[src/sadc_defines.vh]
// Constants shared by the converter sequencer and its comparator stepper.
`ifndef SADC_DEFINES_VH
`define SADC_DEFINES_VH

`define SADC_OFF_CSR      4'h0
`define SADC_OFF_HIGH     4'h4
`define SADC_OFF_LOW      4'h8
`define SADC_OFF_MODE     4'hc

`define SADC_CSR_DONE     7
`define SADC_CSR_SPEED    6
`define SADC_CSR_ON       5
`define SADC_CSR_CH_HI    3
`define SADC_CSR_CH_LO    0

`define SADC_MODE_HALT    0
`define SADC_MODE_WAIT    1
`define SADC_MODE_STABLE  2

`define SADC_RES_BITS     10
`define SADC_CH_BITS      4
`define SADC_NUM_CH       16

`define SADC_DIV_SLOW     3'h4
`define SADC_DIV_FAST     3'h2

`define SADC_STAB_NS      2000
`define SADC_CLK_NS       25
`define SADC_STAB_CYC     ((`SADC_STAB_NS + `SADC_CLK_NS - 1) / `SADC_CLK_NS)

`define SADC_RESP_OKAY    2'h0
`define SADC_RESP_SLVERR  2'h2

`endif

[src/sadc_sar_step.v]
// Successive-approximation stepper: one comparator decision per result bit.
`timescale 1ns/1ps
`default_nettype none
`include "sadc_defines.vh"

module sadc_sar_step #(
	parameter W = `SADC_RES_BITS
) (
	input  wire         clock_i,  // System clock.
	input  wire         arst_n_i, // Asynchronous reset, active low.
	input  wire         start_i,  // Begin a fresh conversion.
	input  wire         abort_i,  // Drop the conversion in flight.
	input  wire         tick_i,   // Converter clock enable pulse.
	input  wire         cmp_i,    // Comparator: input at or above trial code.
	output reg  [W-1:0] trial_o,  // Trial code driven to the DAC.
	output reg  [W-1:0] result_o, // Finished code.
	output reg          done_o,   // One-cycle pulse when finished.
	output reg          busy_o    // Conversion in progress.
);
	reg [W-1:0] bit_q;

	always @(posedge clock_i or negedge arst_n_i) begin
		if (!arst_n_i) begin
			trial_o  <= {W{1'b0}};
			result_o <= {W{1'b0}};
			done_o   <= 1'b0;
			busy_o   <= 1'b0;
			bit_q    <= {W{1'b0}};
		end else begin
			done_o <= 1'b0;
			if (abort_i) begin
				busy_o  <= 1'b0;
				trial_o <= {W{1'b0}};
			end else if (start_i) begin
				busy_o  <= 1'b1;
				bit_q   <= {1'b1, {(W-1){1'b0}}};
				trial_o <= {1'b1, {(W-1){1'b0}}};
			end else if (busy_o && tick_i) begin
				// Keeping the bit only when the input is at or above the trial
				// makes the code monotonic and saturates at both ends.
				if (bit_q[0]) begin
					busy_o   <= 1'b0;
					done_o   <= 1'b1;
					result_o <= cmp_i ? trial_o : (trial_o & ~bit_q);
				end else begin
					trial_o <= (cmp_i ? trial_o : (trial_o & ~bit_q))
						| (bit_q >> 1);
					bit_q   <= bit_q >> 1;
				end
			end
		end
	end
endmodule // sadc_sar_step

`default_nettype wire

[src/sadc_seq.v]
// Converter sequencer top: AXI4-Lite registers, channel mux and SAR control.
`timescale 1ns/1ps
`default_nettype none
`include "sadc_defines.vh"

// How it works
// Ten-bit unsigned result kept in register pair.
// Input above reference saturates to all ones.
// Input below low reference reads zero.
// Output code follows input monotonically.
// Sixteen channels; selected one is converted.
// Software picks channel before enabling.
// On bit starts continuous back-to-back conversion.
// Each finish updates result and sets done.
// Reading high result clears done flag.
// Software reads low, then high, after done.
// Software reads both halves before next finish.
// Eight-bit use reads only high register.
// Channel change aborts, clears done, restarts.
// Clearing on bit stops and powers down.
// Wait mode leaves conversion running.
// Halt disables; stabilization follows wake-up.
// Any control write clears done flag; the code clears it on CSR writes only, not on mode writes.
// High register holds bits nine to two.
// Low register holds bits one, zero.
// Channel field is plain binary input number.
// Fixed step count, one per bit, MSB first.
// No interrupt; done flag is polled.
module sadc_seq #(
	parameter W         = `SADC_RES_BITS,
	parameter CHW       = `SADC_CH_BITS,
	parameter STAB_CYC  = `SADC_STAB_CYC
) (
	input  wire           clock_i,       // 40 MHz system clock.
	input  wire           arst_n_i,      // Asynchronous reset, active low.
	input  wire           s_axi_awvalid, // Write address valid.
	output reg            s_axi_awready, // Write address ready.
	input  wire [3:0]     s_axi_awaddr,  // Write byte address.
	input  wire           s_axi_wvalid,  // Write data valid.
	output reg            s_axi_wready,  // Write data ready.
	input  wire [31:0]    s_axi_wdata,   // Write data.
	input  wire [3:0]     s_axi_wstrb,   // Write byte strobes.
	output reg            s_axi_bvalid,  // Write response valid.
	input  wire           s_axi_bready,  // Write response ready.
	output reg  [1:0]     s_axi_bresp,   // Write response code.
	input  wire           s_axi_arvalid, // Read address valid.
	output reg            s_axi_arready, // Read address ready.
	input  wire [3:0]     s_axi_araddr,  // Read byte address.
	output reg            s_axi_rvalid,  // Read data valid.
	input  wire           s_axi_rready,  // Read data ready.
	output reg  [31:0]    s_axi_rdata,   // Read data.
	output reg  [1:0]     s_axi_rresp,   // Read response code.
	input  wire           cmp_i,         // Comparator decision.
	output reg  [W-1:0]   dac_code_o,    // Trial code to the DAC.
	output reg  [CHW-1:0] mux_sel_o,     // Analog mux select.
	output reg            analog_en_o    // Powers the analog core.
);
	// Registers and state.
	reg           converter_on_q;
	reg           speed_q;
	reg [CHW-1:0] channel_select_q;
	reg           done_q;
	reg [W-1:0]   result_q;
	reg           halt_q;
	reg           wait_q;
	reg [15:0]    stab_q;
	reg [2:0]     div_q;
	reg           aw_q;
	reg           w_q;
	reg [3:0]     awaddr_q;
	reg [31:0]    wdata_q;
	reg [3:0]     wstrb_q;
	reg           restart_q;

	wire [W-1:0] sar_trial;
	wire [W-1:0] sar_result;
	wire         sar_done;
	wire         sar_busy;

	wire active    = converter_on_q && !halt_q;
	wire stable    = (stab_q == 16'h0000);
	wire [2:0] div_top = speed_q ? `SADC_DIV_FAST : `SADC_DIV_SLOW;
	wire tick      = (div_q == div_top - 3'h1);
	wire do_write  = aw_q && w_q && !s_axi_bvalid;
	wire wr_csr    = do_write && (awaddr_q == `SADC_OFF_CSR) && wstrb_q[0];
	wire wr_mode   = do_write && (awaddr_q == `SADC_OFF_MODE) && wstrb_q[0];
	wire do_read   = s_axi_arvalid && s_axi_arready;
	wire rd_high   = do_read && (s_axi_araddr == `SADC_OFF_HIGH);
	wire [CHW-1:0] new_ch = wdata_q[`SADC_CSR_CH_HI:`SADC_CSR_CH_LO];
	wire ch_change = wr_csr && (new_ch != channel_select_q);
	wire start     = active && !sar_busy && !ch_change
		&& (restart_q || !sar_done);
	wire abort     = !active || ch_change;

	sadc_sar_step #(
		.W(W)
	) u_step (
		.clock_i  (clock_i),
		.arst_n_i (arst_n_i),
		.start_i  (start),
		.abort_i  (abort),
		.tick_i   (tick),
		.cmp_i    (cmp_i),
		.trial_o  (sar_trial),
		.result_o (sar_result),
		.done_o   (sar_done),
		.busy_o   (sar_busy)
	);

	// Converter clock divider: cpu/4 or cpu/2 as the speed bit asks.
	always @(posedge clock_i or negedge arst_n_i) begin
		if (!arst_n_i) begin
			div_q <= 3'h0;
		end else if (!sar_busy || tick) begin
			div_q <= 3'h0;
		end else begin
			div_q <= div_q + 3'h1;
		end
	end

	// Control state, done flag and result capture.
	always @(posedge clock_i or negedge arst_n_i) begin
		if (!arst_n_i) begin
			converter_on_q   <= 1'b0;
			speed_q          <= 1'b0;
			channel_select_q <= {CHW{1'b0}};
			done_q           <= 1'b0;
			result_q         <= {W{1'b0}};
			halt_q           <= 1'b0;
			wait_q           <= 1'b0;
			stab_q           <= 16'h0000;
			restart_q        <= 1'b0;
		end else begin
			restart_q <= 1'b0;
			if (wr_csr) begin
				converter_on_q   <= wdata_q[`SADC_CSR_ON];
				speed_q          <= wdata_q[`SADC_CSR_SPEED];
				channel_select_q <= new_ch;
			end
			if (wr_mode) begin
				halt_q <= wdata_q[`SADC_MODE_HALT];
				wait_q <= wdata_q[`SADC_MODE_WAIT];
				if (halt_q && !wdata_q[`SADC_MODE_HALT]) begin
					stab_q <= STAB_CYC[15:0];
				end
			end else if (!stable) begin
				stab_q <= stab_q - 16'h0001;
			end
			if (sar_done && active) begin
				result_q  <= sar_result;
				restart_q <= 1'b1;
			end
			// A finishing conversion wins over a clearing read.
			if (sar_done && active && !ch_change) begin
				done_q <= 1'b1;
			end else if (wr_csr || rd_high || ch_change) begin
				done_q <= 1'b0;
			end
		end
	end

	// Analog side outputs, registered.
	always @(posedge clock_i or negedge arst_n_i) begin
		if (!arst_n_i) begin
			dac_code_o  <= {W{1'b0}};
			mux_sel_o   <= {CHW{1'b0}};
			analog_en_o <= 1'b0;
		end else begin
			dac_code_o  <= sar_trial;
			mux_sel_o   <= channel_select_q;
			analog_en_o <= active;
		end
	end

	// AXI4-Lite write channel; address and data accepted in either order.
	always @(posedge clock_i or negedge arst_n_i) begin
		if (!arst_n_i) begin
			aw_q          <= 1'b0;
			w_q           <= 1'b0;
			awaddr_q      <= 4'h0;
			wdata_q       <= 32'h00000000;
			wstrb_q       <= 4'h0;
			s_axi_awready <= 1'b0;
			s_axi_wready  <= 1'b0;
			s_axi_bvalid  <= 1'b0;
			s_axi_bresp   <= `SADC_RESP_OKAY;
		end else begin
			s_axi_awready <= !aw_q && !s_axi_awready && !s_axi_bvalid;
			s_axi_wready  <= !w_q && !s_axi_wready && !s_axi_bvalid;
			if (s_axi_awvalid && s_axi_awready) begin
				aw_q          <= 1'b1;
				awaddr_q      <= s_axi_awaddr;
				s_axi_awready <= 1'b0;
			end
			if (s_axi_wvalid && s_axi_wready) begin
				w_q          <= 1'b1;
				wdata_q      <= s_axi_wdata;
				wstrb_q      <= s_axi_wstrb;
				s_axi_wready <= 1'b0;
			end
			if (do_write) begin
				aw_q         <= 1'b0;
				w_q          <= 1'b0;
				s_axi_bvalid <= 1'b1;
				s_axi_bresp  <= (awaddr_q == `SADC_OFF_CSR
					|| awaddr_q == `SADC_OFF_MODE
					|| awaddr_q == `SADC_OFF_HIGH
					|| awaddr_q == `SADC_OFF_LOW)
					? `SADC_RESP_OKAY : `SADC_RESP_SLVERR;
			end else if (s_axi_bvalid && s_axi_bready) begin
				s_axi_bvalid <= 1'b0;
			end
		end
	end

	// AXI4-Lite read channel. The pair is not latched: software must take
	// both halves before the next finish, a trade for zero extra storage.
	always @(posedge clock_i or negedge arst_n_i) begin
		if (!arst_n_i) begin
			s_axi_arready <= 1'b0;
			s_axi_rvalid  <= 1'b0;
			s_axi_rdata   <= 32'h00000000;
			s_axi_rresp   <= `SADC_RESP_OKAY;
		end else begin
			s_axi_arready <= !s_axi_arready && !s_axi_rvalid;
			if (do_read) begin
				s_axi_arready <= 1'b0;
				s_axi_rvalid  <= 1'b1;
				s_axi_rresp   <= `SADC_RESP_OKAY;
				case (s_axi_araddr)
				`SADC_OFF_CSR: begin
					s_axi_rdata <= {24'h000000, done_q, speed_q,
						converter_on_q, 1'b0, channel_select_q};
				end
				`SADC_OFF_HIGH: begin
					s_axi_rdata <= {24'h000000, result_q[W-1:2]};
				end
				`SADC_OFF_LOW: begin
					s_axi_rdata <= {30'h00000000, result_q[1:0]};
				end
				`SADC_OFF_MODE: begin
					s_axi_rdata <= {29'h00000000, stable, wait_q, halt_q};
				end
				default: begin
					s_axi_rdata <= 32'h00000000;
					s_axi_rresp <= `SADC_RESP_SLVERR;
				end
				endcase
			end else if (s_axi_rvalid && s_axi_rready) begin
				s_axi_rvalid <= 1'b0;
			end
		end
	end
endmodule // sadc_seq

`default_nettype wire
[config.mk]
export PLATFORM = sky130hd
export DESIGN_NAME = sadc_seq
export DESIGN_NICKNAME = d
export VERILOG_FILES = /design/src/sadc_sar_step.v /design/src/sadc_seq.v
export VERILOG_INCLUDE_DIRS = /design/src /design/src/src
export SDC_FILE = /design/constraint.sdc
export NUM_CORES = 1
export LEC_CHECK = 0
export BUFFER_PORTS_ARGS = -buffer_cell sky130_fd_sc_hd__buf_4
export CORE_MARGIN = 2
export CORE_UTILIZATION = 38
export DETAILED_ROUTE_END_ITERATION = 10
export PLACE_DENSITY = 0.6
export SETUP_SLACK_MARGIN = 0.3
export SYNTH_ARGS = -nofsm -noshare
export SYNTH_HDL_FRONTEND = slang
export SYNTH_SLANG_ARGS = --single-unit
[constraint.sdc]
create_clock -name clock_i -period 1.8 [get_ports clock_i]
set_input_delay 0 -clock clock_i [delete_from_list [all_inputs] [get_ports clock_i]]
set_output_delay 0 -clock clock_i [all_outputs]
set_load 0.005 [all_outputs]
==> impl_results.md <==
- Routed WL: 11600 um
- Synth Instances: roughly 420
- Top_reg_cell synth: dfrtp_1
- N_diodes: 0
- Die width: 119 um
- Post-synth EDFFs: 0
- Clock Path Buffers: 2
- PD cells: 1330 nW/um^2
- Pleak: roughly 0.0035 uW
- HPWL Detailed: 7730 um
- RSZ-0062 raised after global routing: true
- Post-synthesis cell area: approximately 5000 um^2
- WHS Path Cells: 3
- Failing checks: negative setup slack
- Die height: approximately 120 um
- Critical path capture point type: flip-flop
- Remaining global-route overflow: 0
- Worst-path clk slew: roughly 0.05 ns
- Routability congestion estimate: 0.821
- Crit path kind: reg -> reg
- DRC: 0
- Hold Path Class: in -> reg
- CTS buffer count: 17
- Layout area overhead: 41.7%
- CTS root buffer: clkbuf_16
- IO Port Bufs: 52
- Vias in the first global route: 3938
- Placement Setup Slack: -0.230 ns
- Fin cells: about 750
- Tot Pwr: 9460 uW
- Max Fclk: 544 MHz
- Nets: ~620
- Req. time, crit path: 2.13 ns
- Row cnt: a little over 40
- Area of the core: 12800 um^2
- Initial antenna violation count: 0
- Outcome: finished with violations
- # fillers: 1045
- Worst skew pair latency: about 0.42 ns
- Share of cells above drive strength 1: about 40%
- Final setup margin: -0.0393 ns
- Syn Area/Cell: 11.8 um^2
- Fin. Hold Viols: 0
- Post-route ant nets: 0
- Post-synthesis sequential area ratio: 56.9%
- CTS tree: yes
- Count of cell types in the netlist: 49
- Drt pass-1 iters: 4
- Yosys warns: 0
- GRT Total Usage: 17.8%
- Io pins: 108
- Worst Reg2Reg Path Length in Cells: 4
- Largest net degree at the start of global routing: 50
- # H-tree levels: 4
- Initial drt markers: approximately 150
- First-pass GRT wire length: 19700 um
- Peak VDD IR: 596 uV
- Post-layout min period: 1.84 ns
- # setup viols final: 4
- Drt via density: 5.01
- Max-capacitance violation count: 0
- CP startpoint kind: flip-flop
- Initial Util: 39.2%
- DR WL/cell: 15.5 um
- Clk_skew: about 0.0083 ns
- Final period utilization: 102%
- Seq cells post-synth: 114
- Slew Limit Fails: 0
- Die area: between 10000 and 15000 um^2
- DR vias: 3735
- Cells after DPL: just under 700
- Worst-path maximum fanout: 5
- Worst EP arrival: 2.17 ns
- Ys async rst share: 100%
- Num Clock Sinks: 114
==> through the flow <==
stage          cell area, um^2  hold WS (ns)  setup TNS (ns)  util [%]
2_1_floorplan             5180        -0.296           -1.22         -
3_3_place_gp              5910       -0.0158           -1.90      46.2
3_5_place_dp              5910      -0.00209           -3.27      46.2
4_1_cts                   7030        0.0222         -0.0305      55.1
5_1_grt                   7100        0.0536          -0.596      55.6
6_report                  7100        0.0322         -0.0632      55.6
==> flip-flops by register name, summed over array words and instances (netlist names), 4 cells and up <==
name              flops
u_step.bit_q         10
result_q             10
mux_sel_o             4
u_step.trial_o       10
dac_code_o           10
wdata_q               6
awaddr_q              4
channel_select_q      4
stab_q               16
s_axi_rdata           8
u_step.result_o      10
==> final cells by class <==
cell class                 count  area [um^2]  share of cell area, %
sequential                   114         2850                   40.2
multi-input combinational    278         2240                   31.6
clock inverter                 9          106                   1.50
tap                          172          215                   3.03
inverter                      14         52.6                  0.740
timing repair buffer         136         1160                   16.3
clock buffer                  22          474                   6.68
==> routing by layer <==
layer | GRT usage (%) | vias up | part of all wire [%]
met2 | 26.5 | 106 | 46
li1 | - | 1741 | -
met1 | 24.3 | 1865 | 47
met5 | 0 | - | 0
met3 | 4.60 | 23 | 4.2
met4 | 8.71 | 0 | 2.7
==> placed cells by master, fill, tap and decap left out, drive strengths merged, types with 19 or more instances in the layout <==
cell type    count
buf            117
dfrtp          114
nand2           34
mux2            34
conb            26
nor2            24
mux2i           23
clkbuf          22
dlygate4sd3     19
==> power breakdown <==
part | total (uW) | internal [uW] | leakage [uW] | switching (uW)
sequential | 3440 | 3070 | 0.00151 | 363
combinational | 2740 | 1470 | 0.00167 | 1270
clock | 3290 | 2130 | 0.000278 | 1160
==> logic make-up after synthesis <==
| kind of cell | after synthesis | synth area share [%] |
|---|---|---|
| AOI/OAI and AO/OA | 75 | 10.5 |
| xor gates and xnor gates | 6 | 1.05 |
| adders and majority gates | 3 | 0.749 |
| buffers and inverters | 58 | 6.59 |
| DFF | 114 | 56.9 |
| muxes | 59 | 13.1 |
| other | 1 | 0.0748 |
| and+or+nand+nor | 107 | 11.0 |
==> synth_stat cells (2+ instances only) <==
| master | n | area, um^2 |
|---|---|---|
| dfrtp_1 | 114 | 2850 |
| mux2_2 | 34 | 383 |
| nand2_1 | 34 | 128 |
| buf_4 | 27 | 203 |
| nor2_1 | 24 | 90.1 |
| mux2i_1 | 23 | 230 |
| inv_1 | 14 | 52.6 |
| o21ai_0 | 13 | 65.1 |
| a21oi_1 | 12 | 60.1 |
| a211oi_1 | 11 | 82.6 |
| a22o_1 | 11 | 96.3 |
| clkbuf_1 | 11 | 41.3 |
| a21boi_0 | 8 | 60.1 |
| o211ai_1 | 8 | 60.1 |
| nand3_1 | 7 | 35.0 |
| nor3b_1 | 6 | 45.0 |
| nand4_1 | 5 | 31.3 |
| nor2b_1 | 5 | 31.3 |
| or3_1 | 5 | 31.3 |
| xor2_1 | 5 | 43.8 |
| nor3_1 | 4 | 20.0 |
| o31ai_1 | 4 | 30.0 |
| buf_2 | 3 | 15.0 |
| ha_1 | 3 | 37.5 |
| and4_1 | 2 | 17.5 |
| buf_1 | 2 | 7.51 |
| mux4_2 | 2 | 45.0 |
| nand4b_1 | 2 | 17.5 |
| nor4_1 | 2 | 12.5 |
| o211a_1 | 2 | 20.0 |
| or2_2 | 2 | 12.5 |
==> final timing paths <==
path                                          startpoint                          to  slack [ns]
max in group asynchronous                       arst_n_i       analog_en_o$_DFF_PN0_        1.08
hold reg to reg            u_step.trial_o[9]$_DFFE_PN0P_     dac_code_o[9]$_DFF_PN0_        0.39
hold / removal                           s_axi_araddr[2]  s_axi_rdata[3]$_DFFE_PN0P_        0.03
setup reg to reg                   stab_q[6]$_DFFE_PN0P_       stab_q[2]$_DFFE_PN0P_       -0.04
setup / recovery                   stab_q[6]$_DFFE_PN0P_       stab_q[2]$_DFFE_PN0P_       -0.04
min in group asynchronous                       arst_n_i     awaddr_q[0]$_DFFE_PN0P_        0.10
==> repair_timing <==
item                                    CTS  global route
endpoints found under the setup margin   55            67
resized for setup                        57            12
hold buffers                             19             0
pin swaps                                27            12
setup buffers                            13             2
cloned                                    2             0
endpoints found under the hold margin   136             0
==> critical path, stage by stage (launching register included) <==
cell and delay, ns:
dfrtp_1 0.38, or4_4 0.55, or3_4 0.38, o211ai_1 0.22, mux2i_1 0.23
(Power assumes the default switching activity.)
